**src/hdl/utopia_pkg.sv**
```systemverilog
// constants shared by both ends of the cell port link
// assumes both ends run on one 25 MHz system clock
package utopia_pkg;
  // ----------------------------------------------------------------
  // widths and cell layout
  // ----------------------------------------------------------------
  localparam int OCTET_W = 8;
  localparam int FIFO_DEPTH = 16;
  localparam logic [5:0] LAST_OCTET = 6'h34; // index of octet 53
  localparam logic [5:0] CELL_CNT = 6'h35; // 53 octets per cell
  localparam logic [5:0] CLAV_CHECK_CNT = 6'h2C; // 44th octet
  localparam logic [7:0] IDLE_OCTET = 8'h00;
  // ----------------------------------------------------------------
  // receive buffer thresholds
  // ----------------------------------------------------------------
  localparam logic [4:0] RX_ENB_MAX_FILL = 5'h0E; // keeps two free
  localparam logic [4:0] RX_SPACE_MAX_FILL = 5'h04;
  // ----------------------------------------------------------------
  // link clock made by the far end
  // ----------------------------------------------------------------
  localparam int CLK_PERIOD_NS = 40;
  localparam int LINK_PERIOD_NS = 320;
  localparam int LINK_DIV = LINK_PERIOD_NS / CLK_PERIOD_NS;
  localparam logic [3:0] LINK_DIV_M1 = 4'(LINK_DIV - 1);
  localparam logic [3:0] LINK_HALF = 4'(LINK_DIV / 2);
  // ----------------------------------------------------------------
  // cell sequencer states
  // ----------------------------------------------------------------
  typedef enum logic {CELL_IDLE = 1'b0, CELL_BUSY = 1'b1} cell_state_t;
endpackage : utopia_pkg

```
**src/hdl/utopia_if.sv**
```systemverilog
// link wires between the cell port and its far end
// assumes pin names follow the master-mode meaning
`timescale 1ns/100ps
interface utopia_if;
  logic link_clk;
  logic [utopia_pkg::OCTET_W-1:0] rx_data;
  logic rx_par;
  logic rx_soc;
  logic rx_clav; // slave mode: switch transmit enable
  logic rx_enb; // slave mode: cell space available
  logic [utopia_pkg::OCTET_W-1:0] tx_data;
  logic tx_par;
  logic tx_soc;
  logic tx_clav; // slave mode: switch receive enable
  logic tx_enb; // slave mode: cell available
  modport dev (
    input link_clk, rx_data, rx_par, rx_soc, rx_clav, tx_clav,
    output rx_enb, tx_data, tx_par, tx_soc, tx_enb
  );
  modport far (
    output link_clk, rx_data, rx_par, rx_soc, rx_clav, tx_clav,
    input rx_enb, tx_data, tx_par, tx_soc, tx_enb
  );
endinterface : utopia_if

```
**src/hdl/utopia_cell_port.sv**
```systemverilog
// cell port device end with its receive buffer
// assumes the far end drives the link clock and launches on its rise
`timescale 1ns/100ps

// ------------------------------------------------------------------
// receive buffer
// ------------------------------------------------------------------
module utopia_fifo #(
  parameter int WIDTH = 9,
  parameter int DEPTH = 16
) (
  input wire logic clk,
  input wire logic rst_b,
  input wire logic ce,
  input wire logic in_valid,
  output logic in_ready,
  input wire logic [WIDTH-1:0] in_data,
  output logic out_valid,
  input wire logic out_ready,
  output logic [WIDTH-1:0] out_data,
  output logic [$clog2(DEPTH):0] fill
);
  localparam int AW = $clog2(DEPTH);
  logic [WIDTH-1:0] mem_q [DEPTH];
  logic [AW:0] wp_q;
  logic [AW:0] rp_q;

  // occupancy from pointers with one wrap bit
  assign fill = wp_q - rp_q;
  assign in_ready = fill != (AW+1)'(DEPTH);
  assign out_valid = fill != '0;
  assign out_data = mem_q[rp_q[AW-1:0]];
  wire do_push = in_valid & in_ready & ce;
  wire do_pop = out_valid & out_ready & ce;

  // storage written without reset
  always_ff @(posedge clk) begin
    if (do_push) begin
      mem_q[wp_q[AW-1:0]] <= in_data;
    end
  end

  // pointers
  always_ff @(posedge clk) begin
    if (!rst_b) begin
      wp_q <= '0;
      rp_q <= '0;
    end else begin
      if (do_push) begin
        wp_q <= wp_q + 1'b1;
      end
      if (do_pop) begin
        rp_q <= rp_q + 1'b1;
      end
    end
  end
endmodule : utopia_fifo

// ------------------------------------------------------------------
// device end
// ------------------------------------------------------------------
module utopia_cell_port (
  input wire logic clk,
  input wire logic rst_b,
  input wire logic ce,
  input wire logic ms_strap,
  input wire logic par_chk_en,
  input wire logic status_clr,
  utopia_if.dev link,
  input wire logic [utopia_pkg::OCTET_W-1:0] tx_in_data,
  input wire logic tx_in_valid,
  output logic tx_in_ready,
  output logic [utopia_pkg::OCTET_W-1:0] rx_out_data,
  output logic rx_out_soc,
  output logic rx_out_valid,
  input wire logic rx_out_ready,
  output logic par_err,
  output logic rx_ovf,
  output logic slave_mode
);
  import utopia_pkg::*;
  localparam int SW = OCTET_W + 5;

  // ----------------------------------------------------------------
  // pin synchronisers and link edge detect
  // ----------------------------------------------------------------
  logic [SW-1:0] s1_q;
  logic [SW-1:0] s2_q;
  logic lclk_q;
  logic ms1_q;
  logic ms2_q;
  wire [SW-1:0] pins = {link.link_clk, link.rx_data, link.rx_par,
                        link.rx_soc, link.rx_clav, link.tx_clav};

  // two stages on every pin, then one for edge detect
  always_ff @(posedge clk) begin
    if (!rst_b) begin
      s1_q <= '0;
      s2_q <= '0;
      lclk_q <= 1'b0;
      ms1_q <= 1'b0;
      ms2_q <= 1'b0;
    end else if (ce) begin
      s1_q <= pins;
      s2_q <= s1_q;
      lclk_q <= s2_q[SW-1];
      ms1_q <= ms_strap;
      ms2_q <= ms1_q;
    end
  end

  // synchronised pin views
  wire [OCTET_W-1:0] rxd_s = s2_q[SW-2 -: OCTET_W]; // bit 7 first
  wire rxpar_s = s2_q[3];
  wire rxsoc_s = s2_q[2];
  wire rxclav_s = s2_q[1];
  wire txclav_s = s2_q[0];
  wire tick = ce & s2_q[SW-1] & ~lclk_q;
  assign slave_mode = ms2_q; // strap high selects slave

  // ----------------------------------------------------------------
  // receive path
  // ----------------------------------------------------------------
  logic rx_enb_q;
  logic par_err_q;
  logic rx_ovf_q;
  logic f_in_ready;
  logic [$clog2(FIFO_DEPTH):0] fill;

  // octet valid: slave uses switch enable, master needs our enable
  wire rx_valid = slave_mode ? rxclav_s
                             : (rxclav_s & rx_enb_q);
  wire push = tick & rx_valid;
  wire par_bad = par_chk_en & ~(^{rxd_s, rxpar_s});
  // enable or space level from buffer fill
  wire space_ok = slave_mode ? (fill <= RX_SPACE_MAX_FILL)
                             : (fill <= RX_ENB_MAX_FILL);
  wire rx_enb_d = space_ok & f_in_ready;

  utopia_fifo #(
    .WIDTH(OCTET_W + 1),
    .DEPTH(FIFO_DEPTH)
  ) rx_buf (
    .clk(clk),
    .rst_b(rst_b),
    .ce(ce),
    .in_valid(push),
    .in_ready(f_in_ready),
    .in_data({rxsoc_s, rxd_s}), // start marker kept with octet
    .out_valid(rx_out_valid),
    .out_ready(rx_out_ready),
    .out_data({rx_out_soc, rx_out_data}),
    .fill(fill)
  );

  // enable driven once per link cycle
  always_ff @(posedge clk) begin
    if (!rst_b) begin
      rx_enb_q <= 1'b0;
    end else if (tick) begin
      rx_enb_q <= rx_enb_d;
    end
  end

  // sticky status, a new event beats the clear
  always_ff @(posedge clk) begin
    if (!rst_b) begin
      par_err_q <= 1'b0;
      rx_ovf_q <= 1'b0;
    end else if (ce) begin
      par_err_q <= (push & par_bad) | (par_err_q & ~status_clr);
      rx_ovf_q <= (push & ~f_in_ready) | (rx_ovf_q & ~status_clr);
    end
  end

  assign link.rx_enb = rx_enb_q;
  assign par_err = par_err_q;
  assign rx_ovf = rx_ovf_q;

  // ----------------------------------------------------------------
  // transmit path
  // ----------------------------------------------------------------
  cell_state_t tx_st_q;
  logic [5:0] oct_q;
  logic [OCTET_W-1:0] txd_q;
  logic txpar_q;
  logic txsoc_q;
  logic txenb_q;

  // send decision per link cycle
  wire in_cell = tx_st_q == CELL_BUSY;
  wire at_last = oct_q == LAST_OCTET;
  wire start_ok = txclav_s & tx_in_valid; // space seen with data
  wire keep_ok = slave_mode ? txclav_s : 1'b1; // master never breaks
  wire send = tick & (in_cell ? keep_ok : start_ok);
  wire [OCTET_W-1:0] txd_d = tx_in_valid ? tx_in_data : IDLE_OCTET;
  assign tx_in_ready = send;

  // cell sequencer, next cell may start on the following tick
  always_ff @(posedge clk) begin
    if (!rst_b) begin
      tx_st_q <= CELL_IDLE;
      oct_q <= '0;
    end else if (send) begin
      case (tx_st_q)
        CELL_IDLE: begin
          tx_st_q <= CELL_BUSY;
          oct_q <= 6'h01;
        end
        default: begin
          if (at_last) begin
            tx_st_q <= CELL_IDLE; // space rechecked here
            oct_q <= '0;
          end else begin
            oct_q <= oct_q + 6'h01;
          end
        end
      endcase
    end
  end

  // transmit pins, updated on link ticks only
  always_ff @(posedge clk) begin
    if (!rst_b) begin
      txd_q <= IDLE_OCTET;
      txpar_q <= 1'b1;
      txsoc_q <= 1'b0;
      txenb_q <= 1'b0;
    end else if (tick) begin
      txenb_q <= send; // high with every sent octet, idle fill included
      txsoc_q <= send & ~in_cell;
      if (send) begin
        txd_q <= txd_d;
        txpar_q <= ~(^txd_d);
      end
    end
  end

  assign link.tx_data = txd_q;
  assign link.tx_par = txpar_q;
  assign link.tx_soc = txsoc_q;
  assign link.tx_enb = txenb_q;
endmodule : utopia_cell_port

```
**src/flat_wrapper.sv**
```systemverilog
// flat-port wrapper written by rule: the top's interface ports become plain ports
module utopia_cell_port_flat import utopia_pkg::*;
  (clk, rst_b, ce, ms_strap, par_chk_en, status_clr, tx_in_data, tx_in_valid, tx_in_ready, rx_out_data, rx_out_soc, rx_out_valid, rx_out_ready, par_err, rx_ovf, slave_mode, link_link_clk, link_rx_data, link_rx_par, link_rx_soc, link_rx_clav, link_tx_clav, link_rx_enb, link_tx_data, link_tx_par, link_tx_soc, link_tx_enb);
  utopia_if link_i ();
  input wire logic clk;
  input wire logic rst_b;
  input wire logic ce;
  input wire logic ms_strap;
  input wire logic par_chk_en;
  input wire logic status_clr;
  input wire logic [utopia_pkg::OCTET_W-1:0] tx_in_data;
  input wire logic tx_in_valid;
  output logic tx_in_ready;
  output logic [utopia_pkg::OCTET_W-1:0] rx_out_data;
  output logic rx_out_soc;
  output logic rx_out_valid;
  input wire logic rx_out_ready;
  output logic par_err;
  output logic rx_ovf;
  output logic slave_mode;
  input wire logic [$bits(link_i.link_clk)-1:0] link_link_clk;
  input wire logic [$bits(link_i.rx_data)-1:0] link_rx_data;
  input wire logic [$bits(link_i.rx_par)-1:0] link_rx_par;
  input wire logic [$bits(link_i.rx_soc)-1:0] link_rx_soc;
  input wire logic [$bits(link_i.rx_clav)-1:0] link_rx_clav;
  input wire logic [$bits(link_i.tx_clav)-1:0] link_tx_clav;
  output wire logic [$bits(link_i.rx_enb)-1:0] link_rx_enb;
  output wire logic [$bits(link_i.tx_data)-1:0] link_tx_data;
  output wire logic [$bits(link_i.tx_par)-1:0] link_tx_par;
  output wire logic [$bits(link_i.tx_soc)-1:0] link_tx_soc;
  output wire logic [$bits(link_i.tx_enb)-1:0] link_tx_enb;
  assign link_i.link_clk = link_link_clk;
  assign link_i.rx_data = link_rx_data;
  assign link_i.rx_par = link_rx_par;
  assign link_i.rx_soc = link_rx_soc;
  assign link_i.rx_clav = link_rx_clav;
  assign link_i.tx_clav = link_tx_clav;
  assign link_rx_enb = link_i.rx_enb;
  assign link_tx_data = link_i.tx_data;
  assign link_tx_par = link_i.tx_par;
  assign link_tx_soc = link_i.tx_soc;
  assign link_tx_enb = link_i.tx_enb;
  utopia_cell_port u_core (.clk(clk), .rst_b(rst_b), .ce(ce), .ms_strap(ms_strap), .par_chk_en(par_chk_en), .status_clr(status_clr), .link(link_i), .tx_in_data(tx_in_data), .tx_in_valid(tx_in_valid), .tx_in_ready(tx_in_ready), .rx_out_data(rx_out_data), .rx_out_soc(rx_out_soc), .rx_out_valid(rx_out_valid), .rx_out_ready(rx_out_ready), .par_err(par_err), .rx_ovf(rx_ovf), .slave_mode(slave_mode));
endmodule
```
**config.mk**
```make
export PLATFORM = sky130hd
export DESIGN_NAME = utopia_cell_port_flat
export DESIGN_NICKNAME = d
export VERILOG_FILES = /design/src/hdl/utopia_pkg.sv /design/src/hdl/utopia_if.sv /design/src/hdl/utopia_cell_port.sv /design/src/flat_wrapper.sv
export SDC_FILE = /design/constraint.sdc
export NUM_CORES = 1
export LEC_CHECK = 0
export ABC_CLOCK_PERIOD_IN_PS = 3000
export BUFFER_PORTS_ARGS = -buffer_cell sky130_fd_sc_hd__buf_2
export CAP_MARGIN = 20
export CORE_MARGIN = 4
export CORE_UTILIZATION = 60
export DETAILED_ROUTE_END_ITERATION = 12
export PLACE_DENSITY = 0.85
export SLEW_MARGIN = 30
export SYNTH_ARGS = -nofsm -noshare
export SYNTH_HDL_FRONTEND = slang
export SYNTH_SLANG_ARGS = --single-unit
```
**constraint.sdc**
```tcl
create_clock -name clk -period 3 [get_ports clk]
set_input_delay 0.15 -clock clk [delete_from_list [all_inputs] [get_ports clk]]
set_output_delay 0.15 -clock clk [all_outputs]
set_load 0.05 [all_outputs]
```
==> impl_results.md <==
- Status: completed
- Via count of the first global-routing pass: 5111
- Library cell with the largest summed area after synthesis: sky130_fd_sc_hd__edfxtp_1
- Residual DRC count: 0
- Average instance area after synthesis: 16.2 µm²
- Setup repair after global routing missed its margin: yes
- Register area share after synthesis: 65.6%
- Highest clock frequency the design can meet: 345 MHz
- Number of enable flip-flop cells after synthesis: 144
- Mapped cell area: 0.00855 mm²
- Most used cell along the critical path: sky130_fd_sc_hd__inv_1
- Bufs on Longest Clock Path: 3
- CP max stage cell: sky130_fd_sc_hd__fa_1
- Hold Fails Final Rpt: 0
- CP Data Required Time: 2.85 ns
- Number of setup violations in the final report: 0
- Sequential Power Share: 49.8%
- Largest fanout on the critical path: 5
- Endpoint kind of the worst setup timing path: primary output
- TritonCTS Buffers: 21
- Total congestion overflow after global routing: 0
- Clk pwr share: 39.7%
- Number of flip-flops and latches in the synthesized netlist: 208
- Highest routing layer actually used: met4
- Initial antenna violation count: 0
- PwrDens: 626 mW/mm²
- Critical path buffers and inverters: 3
- Clock tree from TritonCTS: done
- Die ar.: 0.0162 mm²
- Later-pin clock latency in the skew report: 0.50 ns
- Drt first pass iters: 5
- First-pass GRT wire length: 29500 µm
- Io pins: 55
- Family of cells with the greatest summed delay on the critical path: adder cells
- FP Rows: 43
- Critical path type: reg2out
- RePlAce Congestion: 0.857
- Port Buffer Count: 54
- Routed met2 length: 10200 µm
- Count of pins over their slew limit: 0
- Relative contribution of combinational cells to total power: 10.5%
- Largest cells by area after synthesis: sky130_fd_sc_hd__edfxtp_1, sky130_fd_sc_hd__dfxtp_1, sky130_fd_sc_hd__mux4_1
- Start point of the worst hold path: status_clr
- Starting density of the core: 61.4%
- Largest net degree at the start of global routing: 43
- Met3 wire length: 1160 µm
- Number of nets at the end of the flow: 665
- Data arrival at the endpoint of the critical path: 2.75 ns
- Top flip-flop cell by instance count after synthesis: sky130_fd_sc_hd__edfxtp_1
- Number of H-tree levels: 1
- Startpoint class of the critical path: flop
- R2R Setup Slk: 0.11 ns
- Switching fraction of total power: 23.6%
- Width of the die: 127 µm
- Total GRT Usage: 24.2%
- Total Wirelength: 19200 µm
- Launch point of the worst reg-to-reg path: u_core.rx_buf.wp_q[0]$_SDFFE_PN0P_
- Core area: 0.0139 mm²
- Inserted Diodes: 0
- Net count after synthesis: 569
- Clk sinks: 208
- Multi-input gate area: 0.00277 mm²
- Routed metal-1 wire length: 7310 µm
- Footprint of the flip-flops and latches: 0.00561 mm²
- Number of buffers added for setup after CTS: 0
- Synth Warn #: 0
- Transition time at the pin with the least slew margin: 0.814 ns
- Static Leak: 3.37 nW
- End-of-flow core utilization: 71.5%
- Count of antenna-violating nets left after detailed routing: 0
- Async SR Flop Fraction: 0%
- Avg WL per Cell: 23.4 µm
- Final-layout fill cell count: 811
- Share of the clock period used by the worst path: 96.6%
- Crit path cell chain: inv_1 > ha_1 > inv_1 > fa_1 > a21o_1 > a21oi_2 > xor2_1 > nand2_1 > buf_2
- Switch Pwr: 1.48 mW
- Layout cells sized above 1: 20.5%
- Syn Inst Count: 528
- Clock Tree Root: sky130_fd_sc_hd__clkbuf_16
- Cell internal pwr: 4.76 mW
- Leading cell type in the layout, fill and taps excluded: sky130_fd_sc_hd__edfxtp_1
- Commonest cells after routing, fill and taps aside: sky130_fd_sc_hd__edfxtp_1, sky130_fd_sc_hd__dfxtp_1, sky130_fd_sc_hd__buf_2
- Start point of the critical path: u_core.rx_buf.wp_q[0]$_SDFFE_PN0P_
- Worst Skew: 0.0180 ns
- Routed vias: 4915
- DP Wirelength: 12100 µm
- Routed via count divided by cell count: 6.00
- Number of different library cells in the post-synthesis netlist: 48
- Max-cap violations: 0
- Synth top area share: 50.6%
- Hold crit path type: in2reg
- Die Ht: 127 µm
- Peak supply drop: 0.454 mV
- Worst slew margin relative to its limit: 45.6%
- Max stage delay on crit path: 0.43 ns
- Number of violations reported at the end of detailed-routing iteration 0: 475
- CTS clock-pin slew for the worst setup and hold paths: 0.06 ns
- Growth of design area from synthesis to finish: 16.6%
- Time the worst path needs with I/O delays and setup: 2.90 ns
- Minimum hold slack: 0.0489 ns
- Setup TNS Final: 0 ns
## what timing repair did
item,4_1_cts,5_1_grt
hold endpoints to repair,23,0
hold buffers,23,0
setup endpoints to repair,0,28
gates resized for setup,0,5
## metal layers
metal | track usage [%] | vias up
li1 | - | 2232
met1 | 29.9 | 2450
met2 | 43.3 | 197
met3 | 4.35 | 36
met4 | 8.20 | 0
met5 | 0 | -
## worst min-delay path, stage by stage
cell                      delay, ns
sky130_fd_sc_hd__buf_2         0.08
sky130_fd_sc_hd__nand2_1       0.08
sky130_fd_sc_hd__nand3_1       0.09
sky130_fd_sc_hd__o21ai_0       0.08
## path summary, 6_finish.rpt
kind,endpoint,depth (start not counted)
setup reg to reg,u_core.rx_buf.mem_q[7][2]$_DFFE_PP_,10
setup / recovery,rx_out_valid,9
hold reg to reg,u_core.link.tx_soc$_SDFFE_PN0P_,2
hold / removal,u_core.par_err$_SDFFE_PN0P_,4
## area by class of cell
class | count | area share [%]
sequential | 208 | 56.3
multi-input combinational | 283 | 27.8
timing repair buffer | 98 | 6.73
clock buffer | 26 | 5.56
tap | 180 | 2.26
clock inverter | 12 | 0.929
inverter | 12 | 0.452
## cells in the mapped netlist, types with 2 or more instances
cell type	n
sky130_fd_sc_hd__a32oi_1	2
sky130_fd_sc_hd__ha_1	11
sky130_fd_sc_hd__nor3_1	2
sky130_fd_sc_hd__nand3_1	6
sky130_fd_sc_hd__mux4_1	32
sky130_fd_sc_hd__inv_1	10
sky130_fd_sc_hd__nand4_1	3
sky130_fd_sc_hd__nor2_1	47
sky130_fd_sc_hd__buf_4	3
sky130_fd_sc_hd__dfxtp_1	64
sky130_fd_sc_hd__mux4_2	13
sky130_fd_sc_hd__mux2i_1	40
sky130_fd_sc_hd__nand2b_1	7
sky130_fd_sc_hd__a21oi_1	12
sky130_fd_sc_hd__a22oi_1	8
sky130_fd_sc_hd__buf_6	3
sky130_fd_sc_hd__nor2b_1	4
sky130_fd_sc_hd__and2_1	5
sky130_fd_sc_hd__and3_1	13
sky130_fd_sc_hd__clkbuf_1	10
sky130_fd_sc_hd__xnor2_1	15
sky130_fd_sc_hd__xor2_1	8
sky130_fd_sc_hd__a21oi_2	2
sky130_fd_sc_hd__o21ai_0	4
sky130_fd_sc_hd__nand2_1	32
sky130_fd_sc_hd__buf_1	6
sky130_fd_sc_hd__edfxtp_1	144
sky130_fd_sc_hd__nor4bb_1	2
## flip-flops by register name, indices dropped and copies added, names as in the netlist, named ones only
register and count:
u_core.par_err 1, u_core.oct_q 6, u_core.rx_buf.wp_q 5, u_core.in_cell 1, u_core.link.tx_soc 1, u_core.s1_q 13, u_core.link.rx_enb 1, u_core.s2_q 13
u_core.rx_buf.rp_q 5, u_core.ms1_q 1, u_core.link.tx_data 8, u_core.rx_ovf 1, u_core.lclk_q 1, u_core.link.tx_par 1, u_core.link.tx_enb 1, u_core.rx_buf.mem_q 144
u_core.slave_mode 1
## metrics by stage
| step | instances | instance area (µm²) | setup WS (ns) | total power [mW] |
|---|---|---|---|---|
| 6_report | 819 | 9960 | 0.102 | 6.24 |
| 5_1_grt | 819 | 9960 | -0.0532 | 6.46 |
| 4_1_cts | 819 | 9950 | 0.0624 | 6.24 |
| 3_5_place_dp | 758 | 9070 | 0.134 | 3.79 |
| 3_3_place_gp | 758 | 9070 | 0.297 | 3.77 |
| 2_1_floorplan | 528 | 8550 | 0.439 | 3.65 |
## cells by family after synthesis
family                     after synthesis  synth area share [%]
buffers and inverters                   37                  2.18
adders and majority gates               12                  1.84
AOI/OAI and AO/OA                       36                  2.94
muxes                                   86                  18.1
and+or+nand+nor                        126                  7.04
DFF                                    208                  65.6
xor gates and xnor gates                23                  2.36
## power by group through the flow
stage | Clock (mW) | Sequential [mW] | Combinational [mW]
finish | 2.48 | 3.10 | 0.658
detailed placement | 0 | 3.17 | 0.627
floorplan | 0 | 3.16 | 0.492
global placement | 0 | 3.16 | 0.609
CTS | 2.49 | 3.11 | 0.653
global route | 2.65 | 3.11 | 0.699
No activity file was read; power rests on OpenSTA's default activity.
